**src/logic/pmucr_pkg.sv**
```systemverilog
// Package with register map, fields and encodings of the power mode and reset cause block
package pmucr_pkg;
	localparam logic [11:0] OFS_POWER_STATE_REQUEST     = 12'h000;
	localparam logic [11:0] OFS_BOOT_DEBUG_PORT_CONTROL = 12'h004;
	localparam logic [11:0] OFS_RESET_CAUSE_FLAGS       = 12'h008;
	localparam logic [11:0] OFS_RESET_CAUSE_CLEAR       = 12'h00C;
	localparam logic [11:0] OFS_WAKE_SOURCE_CLEAR       = 12'h010;
	localparam logic [11:0] OFS_POWER_STATE_REPORT      = 12'h014;
	localparam logic [11:0] OFS_SYSTEM_CLOCK_SOURCE     = 12'h018;
	localparam logic [11:0] OFS_WAKE_SOURCE_REPORT      = 12'h01C;
	localparam logic [11:0] OFS_BATTERY_DROOP_ACTION    = 12'h020;
	localparam logic [11:0] OFS_CLOCK_SOURCE_READY      = 12'h028;
	localparam logic [11:0] OFS_IRQ_STATUS              = 12'h100;
	localparam logic [11:0] OFS_IRQ_CLEAR               = 12'h104;
	localparam logic [11:0] OFS_IRQ_ENABLE              = 12'h108;

	localparam int CAUSE_WATCHDOG    = 5;
	localparam int CAUSE_LOCKUP      = 4;
	localparam int CAUSE_SOFTWARE    = 3;
	localparam int CAUSE_ANALOG_1V8  = 2;
	localparam int CAUSE_CORE_1V2    = 1;
	localparam int CAUSE_BATTERY     = 0;
	localparam int CAUSE_W           = 6;

	localparam int IRQ_BATTERY_DROOP = 0;
	localparam int IRQ_STATE_REQUEST = 1;
	localparam int IRQ_W             = 2;

	localparam int WAKE_W            = 5;
	localparam int CLK_RDY_W         = 7;
	localparam logic [6:0] CLK_RDY_MASK = 7'h5D;

	localparam int STATE_REQ_W       = 2;
	localparam int DEBUG_EN_BIT      = 0;
	localparam int SYSTEM_CLOCK_SOURCE_W         = 2;
	localparam int DROOP_ACT_BIT     = 0;
	localparam int WAKE_STATE_W      = 2;

	localparam logic [1:0] POWER_STATE_RESET = 2'h0;
	localparam logic       DEBUG_EN_RESET    = 1'h0;
	localparam logic [1:0] SYSTEM_CLOCK_SOURCE_RESET     = 2'h1;
	localparam logic       DROOP_ACT_RESET   = 1'h0;
	localparam logic       DROOP_ACT_RESETS  = 1'h1;

	typedef enum logic [1:0] {
		ACTIVE_OR_IDLE_STATE,
		LIGHT_SLEEP_STATE,
		DEEP_SLEEP_STATE,
		SHUTDOWN_STATE
	} pmucr_power_state_t;
endpackage

```
**src/logic/pmucr_top.sv**
```systemverilog
// Power mode request, debug port enable and sticky reset cause flags
`timescale 1ns/1ps
// Functional notes
// - Write-only power state request at offset 0x000, low two bits, reads zero
// - Request code 0 active/idle, 1 light sleep, 2 deep sleep, 3 shutdown
// - Bit 0 at 0x004 enables the debug test port, resets to 0
// - Cause bit 5 marks a watchdog reset
// - Cause bit 4 marks a processor core lockup reset
// - Cause bit 3 marks a software system reset request
// - Cause bit 2 marks a 1.8 V analog supply brown-out
// - Cause bit 1 marks a 1.2 V core supply brown-out
// - Cause bit 0 marks a battery brown-out
// - Cause flags read-only, zero after power-on, bits 31:6 read zero
// - Clear register at 0x00C clears matching cause flags, bits 5 to 0
// - Battery droop action bit: 0 interrupt, 1 chip reset and flag recorded
module pmucr_top (
	// Clock and power-on reset
	input  wire logic        ref_clk,
	input  wire logic        rst,
	// Register port
	input  wire logic [11:0] reg_addr,
	input  wire logic [31:0] reg_wdata,
	input  wire logic        reg_wr,
	input  wire logic        reg_rd,
	output logic      [31:0] reg_rdata,
	// Reset and droop sources, one-cycle pulses
	input  wire logic        watchdog_event,
	input  wire logic        core_lockup_event,
	input  wire logic        software_reset_event,
	input  wire logic        analog_1v8_supply_droop,
	input  wire logic        core_1v2_supply_droop,
	input  wire logic        battery_droop,
	// Status from the rest of the unit
	input  wire logic [1:0]  wake_state_in,
	input  wire logic [4:0]  wake_source_in,
	input  wire logic [6:0]  clock_ready_in,
	// Control outputs
	output logic [1:0]       power_state_req,
	output logic             power_state_strobe,
	output logic             debug_port_enable,
	output logic [1:0]       sys_clk_sel,
	output logic [4:0]       wake_source_clear,
	output logic             chip_reset_req,
	output logic             irq
);
	// Register write decodes
	logic                          wr_state_req;
	logic                          wr_debug_ctrl;
	logic                          wr_system_clock_source;
	logic                          wr_droop_act;
	logic                          wr_wake_clr;
	logic                          wr_cause_clr;
	logic                          wr_irq_clr;
	logic                          wr_irq_en;
	// Reset cause flags
	logic [pmucr_pkg::CAUSE_W-1:0] cause_q;
	logic [pmucr_pkg::CAUSE_W-1:0] cause_set;
	logic [pmucr_pkg::CAUSE_W-1:0] cause_clr;
	// Battery droop routing
	logic                          droop_act_q;
	logic                          battery_resets;
	logic                          battery_interrupts;
	// Interrupt status and enable
	logic [pmucr_pkg::IRQ_W-1:0]   irq_stat_q;
	logic [pmucr_pkg::IRQ_W-1:0]   irq_stat_d;
	logic [pmucr_pkg::IRQ_W-1:0]   irq_en_q;
	logic [pmucr_pkg::IRQ_W-1:0]   irq_en_d;
	logic [pmucr_pkg::IRQ_W-1:0]   irq_set;
	logic [pmucr_pkg::IRQ_W-1:0]   irq_clr;
	// Read path
	logic [31:0]                   rdata_d;

	// One write decode per register, writes to read-only offsets fall through
	always_comb
	begin
		wr_state_req  = 1'b0;
		wr_debug_ctrl = 1'b0;
		wr_system_clock_source    = 1'b0;
		wr_droop_act  = 1'b0;
		wr_wake_clr   = 1'b0;
		wr_cause_clr  = 1'b0;
		wr_irq_clr    = 1'b0;
		wr_irq_en     = 1'b0;
		if (reg_wr)
		begin
			if (reg_addr == pmucr_pkg::OFS_POWER_STATE_REQUEST)
			begin
				wr_state_req = 1'b1;
			end
			else if (reg_addr == pmucr_pkg::OFS_BOOT_DEBUG_PORT_CONTROL)
			begin
				wr_debug_ctrl = 1'b1;
			end
			else if (reg_addr == pmucr_pkg::OFS_SYSTEM_CLOCK_SOURCE)
			begin
				wr_system_clock_source = 1'b1;
			end
			else if (reg_addr == pmucr_pkg::OFS_BATTERY_DROOP_ACTION)
			begin
				wr_droop_act = 1'b1;
			end
			else if (reg_addr == pmucr_pkg::OFS_WAKE_SOURCE_CLEAR)
			begin
				wr_wake_clr = 1'b1;
			end
			else if (reg_addr == pmucr_pkg::OFS_RESET_CAUSE_CLEAR)
			begin
				wr_cause_clr = 1'b1;
			end
			else if (reg_addr == pmucr_pkg::OFS_IRQ_CLEAR)
			begin
				wr_irq_clr = 1'b1;
			end
			else if (reg_addr == pmucr_pkg::OFS_IRQ_ENABLE)
			begin
				wr_irq_en = 1'b1;
			end
		end
	end

	// Battery droop goes either to a chip reset or to an interrupt
	always_comb
	begin
		battery_resets     = 1'b0;
		battery_interrupts = 1'b0;
		if (battery_droop)
		begin
			if (droop_act_q == pmucr_pkg::DROOP_ACT_RESETS)
			begin
				battery_resets = 1'b1;
			end
			else
			begin
				battery_interrupts = 1'b1;
			end
		end
	end

	// Source events mapped to their cause positions
	always_comb
	begin
		cause_set = '0;
		cause_set[pmucr_pkg::CAUSE_WATCHDOG]   = watchdog_event;
		cause_set[pmucr_pkg::CAUSE_LOCKUP]     = core_lockup_event;
		cause_set[pmucr_pkg::CAUSE_SOFTWARE]   = software_reset_event;
		cause_set[pmucr_pkg::CAUSE_ANALOG_1V8] = analog_1v8_supply_droop;
		cause_set[pmucr_pkg::CAUSE_CORE_1V2]   = core_1v2_supply_droop;
		cause_set[pmucr_pkg::CAUSE_BATTERY]    = battery_resets;
		cause_clr = '0;
		if (wr_cause_clr)
		begin
			cause_clr = reg_wdata[pmucr_pkg::CAUSE_W-1:0];
		end
	end

	// Sticky cause flags, cleared by power-on reset or by a write to the clear register, set wins over clear
	genvar gi;
	generate
		for (gi = 0; gi < pmucr_pkg::CAUSE_W; gi++)
		begin : g_cause
			always_ff @(posedge ref_clk or posedge rst)
			begin
				if (rst)
				begin
					cause_q[gi] <= 1'b0;
				end
				else if (cause_set[gi])
				begin
					cause_q[gi] <= 1'b1;
				end
				else if (cause_clr[gi])
				begin
					cause_q[gi] <= 1'b0;
				end
			end
		end
	endgenerate

	// Chip reset request for every recorded cause
	always_ff @(posedge ref_clk or posedge rst)
	begin
		if (rst)
		begin
			chip_reset_req <= 1'b0;
		end
		else
		begin
			chip_reset_req <= |cause_set;
		end
	end

	// Power state request, written only
	always_ff @(posedge ref_clk or posedge rst)
	begin
		if (rst)
		begin
			power_state_req <= pmucr_pkg::POWER_STATE_RESET;
		end
		else if (wr_state_req)
		begin
			power_state_req <= reg_wdata[pmucr_pkg::STATE_REQ_W-1:0];
		end
	end

	// Strobe that tells the power controller a new request stands
	always_ff @(posedge ref_clk or posedge rst)
	begin
		if (rst)
		begin
			power_state_strobe <= 1'b0;
		end
		else
		begin
			power_state_strobe <= wr_state_req;
		end
	end

	// Debug test port enable
	always_ff @(posedge ref_clk or posedge rst)
	begin
		if (rst)
		begin
			debug_port_enable <= pmucr_pkg::DEBUG_EN_RESET;
		end
		else if (wr_debug_ctrl)
		begin
			debug_port_enable <= reg_wdata[pmucr_pkg::DEBUG_EN_BIT];
		end
	end

	// System clock source select
	always_ff @(posedge ref_clk or posedge rst)
	begin
		if (rst)
		begin
			sys_clk_sel <= pmucr_pkg::SYSTEM_CLOCK_SOURCE_RESET;
		end
		else if (wr_system_clock_source)
		begin
			sys_clk_sel <= reg_wdata[pmucr_pkg::SYSTEM_CLOCK_SOURCE_W-1:0];
		end
	end

	// Battery droop action
	always_ff @(posedge ref_clk or posedge rst)
	begin
		if (rst)
		begin
			droop_act_q <= pmucr_pkg::DROOP_ACT_RESET;
		end
		else if (wr_droop_act)
		begin
			droop_act_q <= reg_wdata[pmucr_pkg::DROOP_ACT_BIT];
		end
	end

	// Wake source clear pulses
	always_ff @(posedge ref_clk or posedge rst)
	begin
		if (rst)
		begin
			wake_source_clear <= '0;
		end
		else if (wr_wake_clr)
		begin
			wake_source_clear <= reg_wdata[pmucr_pkg::WAKE_W-1:0];
		end
		else
		begin
			wake_source_clear <= '0;
		end
	end

	// Interrupt events, set wins over clear
	always_comb
	begin
		irq_set = '0;
		irq_set[pmucr_pkg::IRQ_BATTERY_DROOP] = battery_interrupts;
		irq_set[pmucr_pkg::IRQ_STATE_REQUEST] = wr_state_req;
		irq_clr = '0;
		if (wr_irq_clr)
		begin
			irq_clr = reg_wdata[pmucr_pkg::IRQ_W-1:0];
		end
		irq_stat_d = irq_set | (irq_stat_q & ~irq_clr);
		irq_en_d = irq_en_q;
		if (wr_irq_en)
		begin
			irq_en_d = reg_wdata[pmucr_pkg::IRQ_W-1:0];
		end
	end

	// Sticky interrupt status
	always_ff @(posedge ref_clk or posedge rst)
	begin
		if (rst)
		begin
			irq_stat_q <= '0;
		end
		else
		begin
			irq_stat_q <= irq_stat_d;
		end
	end

	// Interrupt enable
	always_ff @(posedge ref_clk or posedge rst)
	begin
		if (rst)
		begin
			irq_en_q <= '0;
		end
		else
		begin
			irq_en_q <= irq_en_d;
		end
	end

	// Level interrupt, follows status and enable with no extra lag
	always_ff @(posedge ref_clk or posedge rst)
	begin
		if (rst)
		begin
			irq <= 1'b0;
		end
		else
		begin
			irq <= |(irq_stat_d & irq_en_d);
		end
	end

	// Read decode, reserved bits and write-only registers read zero
	always_comb
	begin
		rdata_d = 32'h0000_0000;
		if (reg_addr == pmucr_pkg::OFS_BOOT_DEBUG_PORT_CONTROL)
		begin
			rdata_d[pmucr_pkg::DEBUG_EN_BIT] = debug_port_enable;
		end
		else if (reg_addr == pmucr_pkg::OFS_RESET_CAUSE_FLAGS)
		begin
			rdata_d[pmucr_pkg::CAUSE_W-1:0] = cause_q;
		end
		else if (reg_addr == pmucr_pkg::OFS_POWER_STATE_REPORT)
		begin
			rdata_d[pmucr_pkg::WAKE_STATE_W-1:0] = wake_state_in;
		end
		else if (reg_addr == pmucr_pkg::OFS_SYSTEM_CLOCK_SOURCE)
		begin
			rdata_d[pmucr_pkg::SYSTEM_CLOCK_SOURCE_W-1:0] = sys_clk_sel;
		end
		else if (reg_addr == pmucr_pkg::OFS_WAKE_SOURCE_REPORT)
		begin
			rdata_d[pmucr_pkg::WAKE_W-1:0] = wake_source_in;
		end
		else if (reg_addr == pmucr_pkg::OFS_BATTERY_DROOP_ACTION)
		begin
			rdata_d[pmucr_pkg::DROOP_ACT_BIT] = droop_act_q;
		end
		else if (reg_addr == pmucr_pkg::OFS_CLOCK_SOURCE_READY)
		begin
			rdata_d[pmucr_pkg::CLK_RDY_W-1:0] = clock_ready_in & pmucr_pkg::CLK_RDY_MASK;
		end
		else if (reg_addr == pmucr_pkg::OFS_IRQ_STATUS)
		begin
			rdata_d[pmucr_pkg::IRQ_W-1:0] = irq_stat_q;
		end
		else if (reg_addr == pmucr_pkg::OFS_IRQ_ENABLE)
		begin
			rdata_d[pmucr_pkg::IRQ_W-1:0] = irq_en_q;
		end
	end

	// Read data stand only in the cycle after the read strobe
	always_ff @(posedge ref_clk or posedge rst)
	begin
		if (rst)
		begin
			reg_rdata <= 32'h0000_0000;
		end
		else if (reg_rd)
		begin
			reg_rdata <= rdata_d;
		end
		else
		begin
			reg_rdata <= 32'h0000_0000;
		end
	end
endmodule

```
**config.mk**
```make
export PLATFORM = sky130hd
export DESIGN_NAME = pmucr_top
export DESIGN_NICKNAME = d
export VERILOG_FILES = /design/src/logic/pmucr_pkg.sv /design/src/logic/pmucr_top.sv
export SDC_FILE = /design/constraint.sdc
export NUM_CORES = 1
export LEC_CHECK = 0
export BUFFER_PORTS_ARGS = -buffer_cell sky130_fd_sc_hd__buf_2
export CORE_ASPECT_RATIO = 0.5
export CORE_MARGIN = 10
export CORE_UTILIZATION = 46
export CTS_CLUSTER_SIZE = 40
export DETAILED_ROUTE_END_ITERATION = 6
export GPL_ROUTABILITY_DRIVEN = 0
export GPL_TIMING_DRIVEN = 0
export PLACE_DENSITY = 0.89
export REMOVE_ABC_BUFFERS = 1
export SYNTH_ARGS = -nofsm -noshare
export SYNTH_HDL_FRONTEND = slang
export SYNTH_SLANG_ARGS = --single-unit
```
**constraint.sdc**
```tcl
create_clock -name ref_clk -period 2.95 [get_ports ref_clk]
set_input_delay 0.4425 -clock ref_clk [delete_from_list [all_inputs] [get_ports ref_clk]]
set_output_delay 0.4425 -clock ref_clk [all_outputs]
set_load 0.02 [all_outputs]
```
# After elaboration in Yosys (flattened, before gate mapping)
# Cells that the tools add are included.
[word_totals] in_bits=68 word_cells=134 out_inout_bits=45 regBits=56
[op_classes] n_eq_ne=12 n_reduce_logical=9 bitwise_logic=4 muxes=92
[ops] op="$mux 1" n=63
[ops] op="$mux 6" n=9
[ops] op="$eq 12x5->1 const B" n=4
[ops] op="$eq 12x9->1 const B" n=3
[ops] op="$mux 2" n=14
[ops] op="$mux 5" n=5
[ops] op="$eq 12x4->1 const B" n=2
[ops] op="$eq 12x6->1 const B" n=2
[ops] op="$eq 12x3->1 const B" n=1
[ops] op="$logic_not 12->1" n=1
[ops] op="$reduce_bool 2->1" n=6
[ops] op="$mux 7" n=1
[ops] op="$reduce_or 6->1" n=1
[ops] op="$and 2x2->2" n=2
[ops] op="$not 2->2" n=1
[ops] op="$or 2x2->2" n=1
[ops] op="$reduce_or 2->1" n=1

# Longest topological paths before layout
# Gate-level depths: netlist of the first run.
[logic_depth] word_depth=22 ltp_mapped=7 ltp_nobuf=6

# Worst setup path after synthesis of the first run
# No wires, ideal clock.
[synth_path] kind="input to register" start="input reg_addr[8]" end="register cause_q[0] in the netlist's numbering" slack_ns=1.271 stages=7 required_time_ns=2.829 n_path_buf=2 arrival_time_ns=1.558 setup_time_ns=0.121 cell_sequence="nor4_2 and2_1 buf_4 and3_1 buf_2 nand2_1 a22o_1"
[synth_via] elab_chain_cells=10 word_cells_on_any_way=15 cone_classes="5 x eq/ne; 8 x mux; 2 x reduce/logical"
[synth_rtl] element="start, declared" line_no="pmucr_top.sv:21" rtl="input wire logic [11:0] reg_addr,"
[synth_rtl] element="$eq 12x4->1" line_no="pmucr_top.sv:106" rtl="else if (reg_addr == pmucr_pkg::OFS_RESET_CAUSE_CLEAR)"
[synth_rtl] element="$mux 1" line_no="pmucr_top.sv:106"
[synth_rtl] element="$mux 1" line_no="pmucr_top.sv:102" rtl="else if (reg_addr == pmucr_pkg::OFS_WAKE_SOURCE_CLEAR)"
[synth_rtl] element="$mux 1" line_no="pmucr_top.sv:98" rtl="else if (reg_addr == pmucr_pkg::OFS_BATTERY_DROOP_ACTION)"
[synth_rtl] element="$mux 1" line_no="pmucr_top.sv:94" rtl="else if (reg_addr == pmucr_pkg::OFS_SYSTEM_CLOCK_SOURCE)"
[synth_rtl] element="$mux 1" line_no="pmucr_top.sv:90" rtl="else if (reg_addr == pmucr_pkg::OFS_BOOT_DEBUG_PORT_CONTROL)"
[synth_rtl] element="$mux 1 *" line_no="pmucr_top.sv:86" rtl="if (reg_addr == pmucr_pkg::OFS_POWER_STATE_REQUEST)"
[synth_rtl] element="$mux 1 *" line_no="pmucr_top.sv:84" rtl="if (reg_wr)"
[synth_rtl] element="$mux 6 *" line_no="pmucr_top.sv:150" rtl="if (wr_cause_clr)"
[synth_rtl] element="$reduce_bool 2->1 (no source line) *"
[synth_rtl] element="end signal, assigned by index" line_no="pmucr_top.sv:165" rtl="cause_q[gi] <= 1'b0;"
[synth_rtl] element="end signal, assigned by index" line_no="pmucr_top.sv:169" rtl="cause_q[gi] <= 1'b1;"
[synth_rtl] element="end signal, assigned by index" line_no="pmucr_top.sv:173" rtl="cause_q[gi] <= 1'b0;"
[synth_rtl] element="end, declared" line_no="pmucr_top.sv:56" rtl="logic [pmucr_pkg::CAUSE_W-1:0] cause_q;"
# Every way passes the cells marked *; elsewhere a longest branch is shown, timed or not.
# A chain may end at the register's enable or synchronous reset.

# Worst setup path after layout of the first run
[layout_path] start="input reg_addr[3]" end="register irq"
[layout_via] elab_chain_cells=15 word_cells_on_any_way=34 cone_classes="7 x eq/ne; 21 x mux; 4 x bitwise; 2 x reduce/logical"
[layout_rtl] element="$eq 12x9->1" line_no="pmucr_top.sv:110" rtl="else if (reg_addr == pmucr_pkg::OFS_IRQ_CLEAR)"
[layout_rtl] element="$mux 1" line_no="pmucr_top.sv:110"
[layout_rtl] element="$mux 1" line_no="pmucr_top.sv:106"
[layout_rtl] element="$mux 1" line_no="pmucr_top.sv:102"
[layout_rtl] element="$mux 1" line_no="pmucr_top.sv:98"
[layout_rtl] element="$mux 1" line_no="pmucr_top.sv:94"
[layout_rtl] element="$mux 1" line_no="pmucr_top.sv:90"
[layout_rtl] element="$mux 1" line_no="pmucr_top.sv:86"
[layout_rtl] element="$mux 1" line_no="pmucr_top.sv:84"
[layout_rtl] element="$mux 2" line_no="pmucr_top.sv:281" rtl="if (wr_irq_clr)"
[layout_rtl] element="$not 2->2" line_no="pmucr_top.sv:285" rtl="irq_stat_d = irq_set | (irq_stat_q & ~irq_clr);"
[layout_rtl] element="$and 2x2->2" line_no="pmucr_top.sv:285"
[layout_rtl] element="$or 2x2->2" line_no="pmucr_top.sv:285"
[layout_rtl] element="$and 2x2->2 *" line_no="pmucr_top.sv:328" rtl="irq <= |(irq_stat_d & irq_en_d);"
[layout_rtl] element="$reduce_or 2->1 *" line_no="pmucr_top.sv:328"
[layout_rtl] element="end signal, assigned" line_no="pmucr_top.sv:328"
[layout_rtl] element="end, declared" line_no="pmucr_top.sv:44" rtl="output logic irq"
# Marks and branches as above.

==> results of run 1 <==
## per-stage QoR
step	instances	worst slack (ns)	instance area, sq um	total power [uW]
floorplan	177	1.25	1640	492
global placement	287	0.905	2000	537
detailed placement	287	0.857	2000	540
CTS	295	1.14	2120	964
global route	295	0.927	2120	1000
finish	295	1.09	2120	961
## worst reg2reg max path: stages (launching register included)
cell and delay [ns]:
sky130_fd_sc_hd__dfrtp_1 0.42, sky130_fd_sc_hd__nor2b_1 0.15, sky130_fd_sc_hd__a2111oi_0 0.32, sky130_fd_sc_hd__a31oi_1 0.07, sky130_fd_sc_hd__o22ai_1 0.13, sky130_fd_sc_hd__a21oi_1 0.11
## final timing paths
path	start	to	slack [ns]
max	reg_addr[3]	irq	1.09
min	analog_1v8_supply_droop	cause_q[2]	0.35
max reg2reg	droop_act_q	reg_rdata[0]	1.59
min reg2reg	cause_q[5]	cause_q[5]	0.49
max in group asynchronous	rst	sys_clk_sel[1]	1.83
min in group asynchronous	rst	cause_q[5]	0.44
## Yosys cell counts (all sizes together), types with 2 or more instances
master / instances
and2: 2
and3: 11
nand4: 2
dfrtp: 30
a21o: 5
a32oi: 3
nand2: 17
nor3b: 4
nor4: 4
o21ai: 7
mux2: 6
inv: 9
nor3: 2
nand3: 4
a21oi: 6
buf: 30
o22ai: 2
a31oi: 3
nand2b: 2
mux2i: 4
nor2: 10
nor2b: 6
## metal layers
layer | global-route usage, % | up-vias | routed length, microns
li1 | - | 723 | -
met1 | 14.3 | 720 | 1800
met2 | 23.2 | 70 | 2390
met3 | 4.50 | 10 | 368
met4 | 4.80 | 0 | 85
met5 | 0 | - | 0
## cell usage in the layout, fill, tap and decap left out, drive strengths merged, types with 2 or more instances in the layout
| cell | count |
|---|---|
| clkbuf | 6 |
| conb | 25 |
| buf | 59 |
| dfrtp | 30 |
| mux2i | 4 |
| nor3 | 2 |
| nand4 | 2 |
| nor2 | 10 |
| and3 | 11 |
| mux2 | 6 |
| o21ai | 7 |
| nor2b | 6 |
| nor3b | 4 |
| inv | 9 |
| a21o | 5 |
| o22ai | 2 |
| a32oi | 3 |
| and2 | 2 |
| a21oi | 6 |
| a31oi | 3 |
| nor4 | 4 |
| nand2 | 17 |
| nand2b | 2 |
| nand3 | 4 |
## cell families after synthesis
family,count (synthesis),share of synthesized area (%)
buffers and inverters,39,14.1
other,1,0.212
muxes,10,6.09
DFF,31,44.0
and+or+nand+nor,68,22.5
AOI/OAI and AO/OA,34,13.0
## power breakdown
part	leakage [uW]	switching, uW	internal [uW]	total (uW)
Sequential	0.000393	1.54	427	428
Combinational	0.000635	75.0	31.3	106
Clock	0.0000612	153	273	426
Total	0.00109	230	731	961
## sequential cells by signal (all words and copies together) (netlist names)
signal	flops
droop_act_q	1
power_state_req	2
cause_q	6
chip_reset_req	1
wake_source_clear	5
irq_en_q	2
irq_stat_q	2
irq	1
sys_clk_sel	2
power_state_strobe	1
reg_rdata	7
debug_port_enable	1
## area by class of cell
class	instances	area (sq um)	area share, %
Inverter	9	33.8	1.60
Clock inverter	2	35.0	1.65
Tap cell	51	63.8	3.01
Timing Repair Buffer	59	295	13.9
Clock buffer	6	82.6	3.90
Sequential cell	31	777	36.7
Multi-Input combinational cell	137	830	39.2
==> flow_metrics.py, run 1 <==
metrics = {
    "run_status": {
        "result_of_the_run": "completed",
    },
    "drt": {
        "drc_errors": 0,
        "detail_route.wl_per_cell_microns": 15.7,
        "postRouteWirelength_mm": 4.65,
        "routed-via-count": 1523,
        "postRouteAntennaNets": 0,
        "firstDrtPassIters": 4,
        "first_iter_violations": 118,
        "vias_per_cell": 5.16,
    },
    "sta": {
        "totalNegativeSetupSlack_ns": 0,
        "max_slew.worst_pin.slew_ns": 1.12,
        "timing.final.hold_violations": 0,
        "setup-violations-final": 0,
        "slew-limit-headroom_pct": 25.6,
        "rsz0062_at_grt": "false",
        "layout_min_cycle_time_ns": 1.86,
        "timing_max_transition_violations_final": 0,
        "timing.hold.ws_ns": 0.349,
        "skew_ns": 0.0121,
        "max_freq_ghz": 0.538,
        "layout_worst_path_cycle_share_pct": 63.0,
    },
    "cells_and_area": {
        "layout-drive-gt1-share_pct": 31.1,
        "num-fill-cells": 298,
        "area_growth_pct": 19.9,
        "insertedDiodeCount": 0,
        "utilization_pct": 59.4,
        "finish.net_count": 311,
    },
    "setup_path": {
        "worstPathBufferInverterCount": 1,
        "path_cells": "buf_2, nor4b_2, and3_1, mux2i_1, o22ai_1",
        "critical-path-slowest-cell": "sky130_fd_sc_hd__nor4b_2",
        "max_stage_delay_ns": 0.59,
        "endpoint_kind": "flop",
        "ff2ff_path_depth": 5,
        "worstPathArrival_ns": 2.01,
        "critical_path.startpoint_type": "input pin",
        "crit_family": "simple AND/OR/NAND/NOR gates",
        "path_class": "in -> reg",
        "required_ns": 3.10,
        "worstSetupPathDepth": 5,
        "cp_max_fo": 15,
    },
    "floorplanning": {
        "coreArea_sq_um": 3570,
        "die_height_microns": 63.8,
        "i_o_pin_total": 113,
        "row_count": 15,
        "initial_utilization_pct": 49.5,
        "floorplan.die.width_microns": 108,
        "dieArea_sq_um": 6870,
    },
    "synthesis": {
        "post_synth_main_area_contributors": "sky130_fd_sc_hd__dfrtp_1 (43%), sky130_fd_sc_hd__buf_4 (11%), sky130_fd_sc_hd__and3_1 (3.9%), sky130_fd_sc_hd__nand2_1 (3.6%), sky130_fd_sc_hd__mux2i_1 (2.3%)",
        "synth.top_cell.area_share_pct": 42.5,
        "syn_avg_cell_area_sq_um": 9.65,
        "post-synth-top-area-cell": "sky130_fd_sc_hd__dfrtp_1",
        "synth-async-reset-ratio_pct": 100,
        "synth_ff_type": "sky130_fd_sc_hd__dfrtp_1",
        "synth_warnings": 0,
        "synthDistinctLibCells": 41,
        "ys_seq_elements": 31,
        "number_of_flops_mapped_to_enable_cells_by_yosys": 0,
        "synth-seq-area-share_pct": 44.0,
        "area_of_the_mapped_netlist_sq_um": 1770,
        "synth_cells": 183,
    },
    "clock_tree": {
        "clock_tree.buffer_depth": 2,
        "cts_hold_repair.buffers": 0,
        "cts_sink_count": 31,
        "root_buffer": "sky130_fd_sc_hd__clkbuf_8",
        "cts_resized": 0,
        "path_clk_slew_ns": 0.07,
        "number_of_clock_buffers_inserted_by_tritoncts": 5,
        "tritoncts": "built",
        "worstSkewPairLatency_ns": 0.28,
        "cts-htree-levels": 2,
        "postCtsSetupRepairBufs": 0,
    },
    "global_routing": {
        "grt_pass1_wl_mm": 7.41,
        "initial_antenna_violation_count": 0,
        "first_global_vias": 1559,
        "grt_start_max_net_pins": 32,
        "remaining_global_route_overflow": 0,
        "grt_usage_pct": 13.1,
    },
    "pwr": {
        "power.static_leakage_uw": 0.00109,
        "power.ir.vdd_worst_mv": 0.251,
        "powerDensity_nw_per_um2": 454,
    },
    "hold_path": {
        "hold_path_class": "in -> reg",
        "holdPathStages": 2,
    },
    "place": {
        "port_buffers": 59,
        "post-dp-hpwl_mm": 3.72,
    },
    "job": {
        "cap_viol_max_count": 0,
    },
}
No activity file was read; power rests on OpenSTA's default activity.
==> run 2: changes to the inputs <==
ABC_AREA = 1   (was default)
CORE_UTILIZATION = 39   (was 46)
PLACE_DENSITY = 0.79   (was 0.89)
clock period = 1.7 ns   (was 2.95 ns; I/O delays follow)
==> run 2 against run 1 <==
Net effect:
- the run now ends with negative hold slack left
- via count grew 8.1%
- setup slack lost 0.64 ns
- count of clock-buffer cells in the layout is the same
- routed wire length grew 0.19%
- register-to-register slack lost 0.88 ns
- clock power grew 34%
- critical path depth grew 3
- total power grew 57%
- sequential share of layout area shrank 2.2 points
- synthesized area grew 5.0%
- die area grew 18%
- flip-flop and latch count is the same
- largest cell class unchanged
==> flow_metrics.py, run 2 <==
metrics = {
    "synthesis": {
        "post-synth-top-area-cell": "sky130_fd_sc_hd__dfrtp_1",
        "synth_common_cells": "sky130_fd_sc_hd__nand2_1 (43), sky130_fd_sc_hd__inv_1 (37), sky130_fd_sc_hd__dfrtp_1 (30)",
        "synth-async-reset-ratio_pct": 100,
        "area_of_the_mapped_netlist_sq_um": 1850,
        "post-synth-top-count-cell": "sky130_fd_sc_hd__nand2_1",
        "synthDistinctLibCells": 28,
        "synth_ff_type": "sky130_fd_sc_hd__dfrtp_1",
        "synth-seq-area-share_pct": 41.9,
        "synth_warnings": 0,
        "synth.top_cell.area_share_pct": 40.5,
        "synth_cells": 235,
        "ys_seq_elements": 31,
        "post_synth_main_area_contributors": "sky130_fd_sc_hd__dfrtp_1 (40%), sky130_fd_sc_hd__buf_4 (10%), sky130_fd_sc_hd__nand2_1 (8.7%), sky130_fd_sc_hd__inv_1 (7.5%), sky130_fd_sc_hd__nor2_1 (4.7%)",
        "syn_avg_cell_area_sq_um": 7.89,
        "number_of_flops_mapped_to_enable_cells_by_yosys": 0,
    },
    "pwr": {
        "powerDensity_nw_per_um2": 671,
        "power.ir.vdd_worst_mv": 0.292,
        "power.static_leakage_uw": 0.00133,
    },
    "floorplanning": {
        "floorplan.die.width_microns": 118,
        "row_count": 17,
        "initial_utilization_pct": 41.3,
        "coreArea_sq_um": 4490,
        "i_o_pin_total": 113,
        "die_height_microns": 68.8,
        "dieArea_sq_um": 8080,
    },
    "drt": {
        "routed-via-count": 1646,
        "postRouteWirelength_mm": 4.65,
        "detail_route.wl_per_cell_microns": 12.7,
        "postRouteAntennaNets": 0,
        "drc_errors": 0,
        "vias_per_cell": 4.49,
        "firstDrtPassIters": 4,
        "first_iter_violations": 124,
    },
    "cells_and_area": {
        "largest_register": "reg_rdata",
        "num-fill-cells": 431,
        "final_common_cell": "sky130_fd_sc_hd__buf_2",
        "layout-drive-gt1-share_pct": 33.2,
        "multiInputGateArea_sq_um": 808,
        "seqCellArea_sq_um": 777,
        "area_growth_pct": 21.3,
        "insertedDiodeCount": 0,
        "reg_top3": "reg_rdata (7), cause_q (6), wake_source_clear (5)",
        "largest_register_ffs": 7,
        "most-common-layout-cells": "sky130_fd_sc_hd__buf_2 (59), sky130_fd_sc_hd__nand2_1 (43), sky130_fd_sc_hd__inv_1 (37)",
        "finish.net_count": 369,
    },
    "global_routing": {
        "first_global_vias": 1674,
        "grt_usage_pct": 11.0,
        "grt_pass1_wl_mm": 7.36,
        "initial_antenna_violation_count": 0,
        "remaining_global_route_overflow": 0,
        "grt_start_max_net_pins": 32,
    },
    "setup_path": {
        "path_class": "in -> reg",
        "endpoint_kind": "flop",
        "worstPathArrival_ns": 1.43,
        "required_ns": 1.88,
        "cp_max_fo": 6,
        "critical_path.startpoint_type": "input pin",
    },
    "sta": {
        "layout_min_cycle_time_ns": 1.25,
        "layout_worst_path_cycle_share_pct": 73.3,
        "rsz0062_at_grt": "false",
        "timing.hold.ws_ns": -0.0148,
        "setup-violations-final": 0,
        "skew_ns": 0.00458,
        "timing_max_transition_violations_final": 0,
        "timing.final.hold_violations": 9,
        "totalNegativeSetupSlack_ns": 0,
        "max_freq_ghz": 0.802,
    },
    "clock_tree": {
        "tritoncts": "built",
        "postCtsSetupRepairBufs": 0,
        "clock_tree.buffer_depth": 2,
        "number_of_clock_buffers_inserted_by_tritoncts": 5,
        "cts_sink_count": 31,
        "cts-htree-levels": 2,
        "path_clk_slew_ns": 0.06,
        "cts_resized": 0,
        "worstSkewPairLatency_ns": 0.27,
        "root_buffer": "sky130_fd_sc_hd__clkbuf_8",
        "cts_hold_repair.buffers": 0,
    },
    "run_status": {
        "failing_checks": "negative hold slack",
        "result_of_the_run": "finished with violations",
    },
    "job": {
        "cap_viol_max_count": 0,
    },
    "hold_path": {
        "hold_path_class": "in -> async",
    },
    "place": {
        "port_buffers": 59,
        "post-dp-hpwl_mm": 3.80,
    },
}
run 2: cell types whose count changed in the layout (fill, tap and decap cells not counted), moves of 6 or more:
| cell | delta |
|---|---|
| sky130_fd_sc_hd__nor2_1 | +13 |
| sky130_fd_sc_hd__inv_2 | +6 |
| sky130_fd_sc_hd__nand3_1 | +7 |
| sky130_fd_sc_hd__inv_1 | +28 |
| sky130_fd_sc_hd__o21ai_1 | +6 |
| sky130_fd_sc_hd__and3_1 | -11 |
| sky130_fd_sc_hd__nor2b_1 | -6 |
| sky130_fd_sc_hd__nand2_1 | +26 |
run 2: final timing paths:
path	slack (ns)	endpoint	cells past startpoint	start
worst max-delay path	0.45	reg_rdata[1]	8	reg_addr[1]
worst min-delay path	-0.01	irq	2	rst
worst max register to register	0.71	reg_rdata[0]	8	droop_act_q
worst min register to register	0.49	power_state_req[1]	2	power_state_req[1]
min in group ref_clk	0.18	cause_q[2]	3	analog_1v8_supply_droop
max in group asynchronous	1.18	sys_clk_sel[0]	3	rst
run 2: report_power, final:
group	switching, uW	leakage, uW	internal [uW]
Sequential	2.10	0.000388	742
Clock	255	0.0000470	317
Combinational	135	0.000895	58.2
Total	392	0.00133	1120
run 2: layer usage:
layer / vias up / track usage [%] / routed length [microns]
met5: - / 0 / 0
met4: 0 / 4.13 / 76
met3: 6 / 3.16 / 264
met2: 61 / 20.8 / 2430
met1: 764 / 11.9 / 1880
li1: 815 / - / -
run 2: kinds of logic (layout without fill, tap and decap cells):
group           after synthesis  in the layout  synth area share (%)
compound gates               24             24                  8.10
buf+inv                      70            112                  19.4
flops                        31             31                  41.9
other cells                   1             25                 0.202
simple gates                109            109                  30.4
run 2: layout make-up:
type	instances	share of cell area [%]
sequential	31	34.5
multi-input combinational	158	35.9
tap	66	3.67
clock inverter	1	0.222
inverter	45	7.62
timing repair buffer	60	14.3
clock buffer	6	3.67
run 2: per-stage QoR:
stage / std cells / area (sq um) / total power [uW] / util, % / setup WS, ns
2_1_floorplan: 234 / 1760 / 871 / - / 0.471
3_3_place_gp: 359 / 2130 / 935 / 47.6 / 0.253
3_5_place_dp: 359 / 2130 / 939 / 47.6 / 0.184
4_1_cts: 366 / 2220 / 1510 / 49.5 / 0.453
5_1_grt: 367 / 2250 / 1590 / 50.1 / 0.377
6_report: 367 / 2250 / 1510 / 50.1 / 0.453
run 2: worst max-delay path, cell delays in order:
cell and delay [ns]:
sky130_fd_sc_hd__buf_2 0.11, sky130_fd_sc_hd__nor2_2 0.14, sky130_fd_sc_hd__nand3_2 0.18, sky130_fd_sc_hd__nor2_4 0.21
sky130_fd_sc_hd__nand2_1 0.13, sky130_fd_sc_hd__nand4_1 0.11, sky130_fd_sc_hd__o21ai_1 0.09, sky130_fd_sc_hd__a21oi_1 0.20
==> run 3: changes to the inputs <==
ABC_AREA = 0   (was 1)
CORE_UTILIZATION = 38   (was 39)
clock period = 1.06 ns   (was 1.7 ns; I/O delays follow)
==> run 3 against run 2 <==
Net effect:
- highest routed layer unchanged
- utilization increased by 7.7 points
- largest power group unchanged
- total power grew 74%
- routed wire length grew 42%
- the run ends with negative hold slack, negative setup slack left
- first-iteration DRC count increased by 120%
- register-to-register slack got worse by 0.90 ns
- global-route usage is 3.7 points higher
- flip-flop and latch count unchanged
- sequential share of layout area down 4.3 points
==> flow_metrics.py, run 3 (same netlist as run 1, synthesis figures left out) <==
metrics = {
    "sta": {
        "slew-limit-headroom_pct": 55.8,
        "timing.hold.ws_ns": -0.0366,
        "rsz0062_at_grt": "true",
        "layout_worst_path_cycle_share_pct": 120,
        "post-route-worst-setup-slack_ns": -0.212,
        "max_slew.worst_pin.slew_ns": 0.662,
        "setup-violations-final": 30,
        "timing.final.hold_violations": 30,
        "layout_min_cycle_time_ns": 1.27,
        "timing_max_transition_violations_final": 0,
        "skew_ns": 0.00723,
        "max_freq_ghz": 0.786,
    },
    "floorplanning": {
        "floorplan.die.width_microns": 116,
        "row_count": 17,
        "coreArea_sq_um": 4450,
        "initial_utilization_pct": 39.7,
        "die_height_microns": 68.2,
        "i_o_pin_total": 113,
        "dieArea_sq_um": 7940,
    },
    "clock_tree": {
        "root_buffer": "sky130_fd_sc_hd__clkbuf_8",
        "worstSkewPairLatency_ns": 0.29,
        "number_of_clock_buffers_inserted_by_tritoncts": 5,
        "cts_sink_count": 31,
        "path_clk_slew_ns": 0.07,
        "clock_tree.buffer_depth": 2,
        "tritoncts": "built",
        "cts_hold_repair.buffers": 0,
        "cts-htree-levels": 2,
    },
    "setup_path": {
        "worst_setup_path_startpoint": "reg_addr[0]",
        "cp_max_fo": 4,
        "critical-path-slowest-cell": "sky130_fd_sc_hd__or3_4",
        "path_class": "in -> reg",
        "worstSetupPathDepth": 5,
        "crit_family": "simple AND/OR/NAND/NOR gates",
        "required_ns": 1.23,
        "path_cells": "buf_12, or3_4, nor3b_4, nand2_2, mux2_4",
        "worst_setup_slack_for_register_to_register_paths_ns": -0.19,
        "endpoint_kind": "flop",
        "regToRegStartpoint": "droop_act_q",
        "worstPathBufferInverterCount": 1,
        "worstPathArrival_ns": 1.44,
        "max_stage_delay_ns": 0.42,
        "critical_path.startpoint_type": "input pin",
        "rr_endpoint": "reg_rdata[0]",
        "ff2ff_path_depth": 5,
    },
    "drt": {
        "postRouteWirelength_mm": 6.60,
        "detail_route.wl_per_cell_microns": 20.3,
        "drc_errors": 0,
        "postRouteAntennaNets": 0,
        "first_iter_violations": 267,
        "vias_per_cell": 5.63,
        "firstDrtPassIters": 5,
        "routed-via-count": 1830,
    },
    "global_routing": {
        "remaining_global_route_overflow": 0,
        "grt_start_max_net_pins": 32,
        "first_global_vias": 1876,
        "initial_antenna_violation_count": 0,
        "grt_pass1_wl_mm": 9.16,
        "grt_usage_pct": 14.7,
    },
    "pwr": {
        "totalPowerFinal_uw": 2620,
        "power.ir.vdd_worst_mv": 0.509,
        "power.static_leakage_uw": 0.00125,
        "powerDensity_nw_per_um2": 1020,
    },
    "cells_and_area": {
        "finish.net_count": 335,
        "layout-drive-gt1-share_pct": 48.9,
        "largest_register": "reg_rdata",
        "num-fill-cells": 314,
        "largest_register_ffs": 7,
        "final_common_cell": "sky130_fd_sc_hd__buf_2",
        "seqCellArea_sq_um": 777,
        "most-common-layout-cells": "sky130_fd_sc_hd__buf_2 (50), sky130_fd_sc_hd__dfrtp_1 (30), sky130_fd_sc_hd__conb_1 (25)",
        "reg_top3": "reg_rdata (7), cause_q (6), wake_source_clear (5)",
        "area_growth_pct": 45.5,
        "utilization_pct": 57.8,
        "multiInputGateArea_sq_um": 1010,
        "area_of_all_placed_cells_without_fillers_sq_um": 2570,
        "insertedDiodeCount": 0,
    },
    "place": {
        "port_buffers": 59,
        "placement.cell_area_sq_um": 2010,
        "post-dp-hpwl_mm": 3.76,
    },
    "run_status": {
        "failing_checks": "negative hold slack, negative setup slack",
        "result_of_the_run": "finished with violations",
    },
    "job": {
        "cap_viol_max_count": 0,
    },
    "hold_path": {
        "hold_path_class": "in -> async",
    },
}
## run 3: metrics by stage
| stage | hold slack, ns | worst slack, ns | instances | setup TNS, ns |
|---|---|---|---|---|
| 2_1_floorplan | 0.251 | -0.353 | 177 | -6.04 |
| 3_3_place_gp | 0.354 | -0.693 | 293 | -19.99 |
| 3_5_place_dp | 0.360 | -0.795 | 293 | -23.32 |
| 4_1_cts | 0.0620 | -0.173 | 319 | -1.75 |
| 5_1_grt | 0.0113 | -0.283 | 325 | -4.23 |
| 6_report | -0.0366 | -0.212 | 325 | -3.35 |
## run 3: cell type report
| class | instances | area share (%) |
|---|---|---|
| multi-input combinational | 137 | 39.2 |
| sequential | 31 | 30.2 |
| timing repair buffer | 83 | 22.4 |
| clock buffer | 8 | 3.90 |
| tap | 57 | 2.78 |
| inverter | 9 | 1.46 |
## run 3: layer usage
metal  wire length, microns  track usage (%)  vias to the layer above  share of wire (%)
li1                       -                -                      767                  -
met1                   2510             16.5                      842                 38
met2                   3100             25.6                      169                 47
met3                    551             3.75                       52                8.3
met4                    433             8.05                        0                6.6
met5                      0                0                        -                  0
## run 3: timing repair
action                                  in CTS  in global routing
pin swaps                                   31                  7
buffers inserted                            19                  8
endpoints found under the setup margin      31                 61
gates resized for setup                     58                 14
## run 3: how the worst max path moves through the flow
stage / to / slack (ns)
CTS: power_state_req[1] / -0.17
finish: power_state_req[1] / -0.21
floorplan: sys_clk_sel[1] / -0.35
detailed placement: irq / -0.79
global route: reg_rdata[0] / -0.28
global placement: irq / -0.69
## run 3: where the power goes
part | switching, uW | internal, uW
Sequential | 4.60 | 1190
Combinational | 269 | 147
Clock | 421 | 592
Total | 695 | 1930
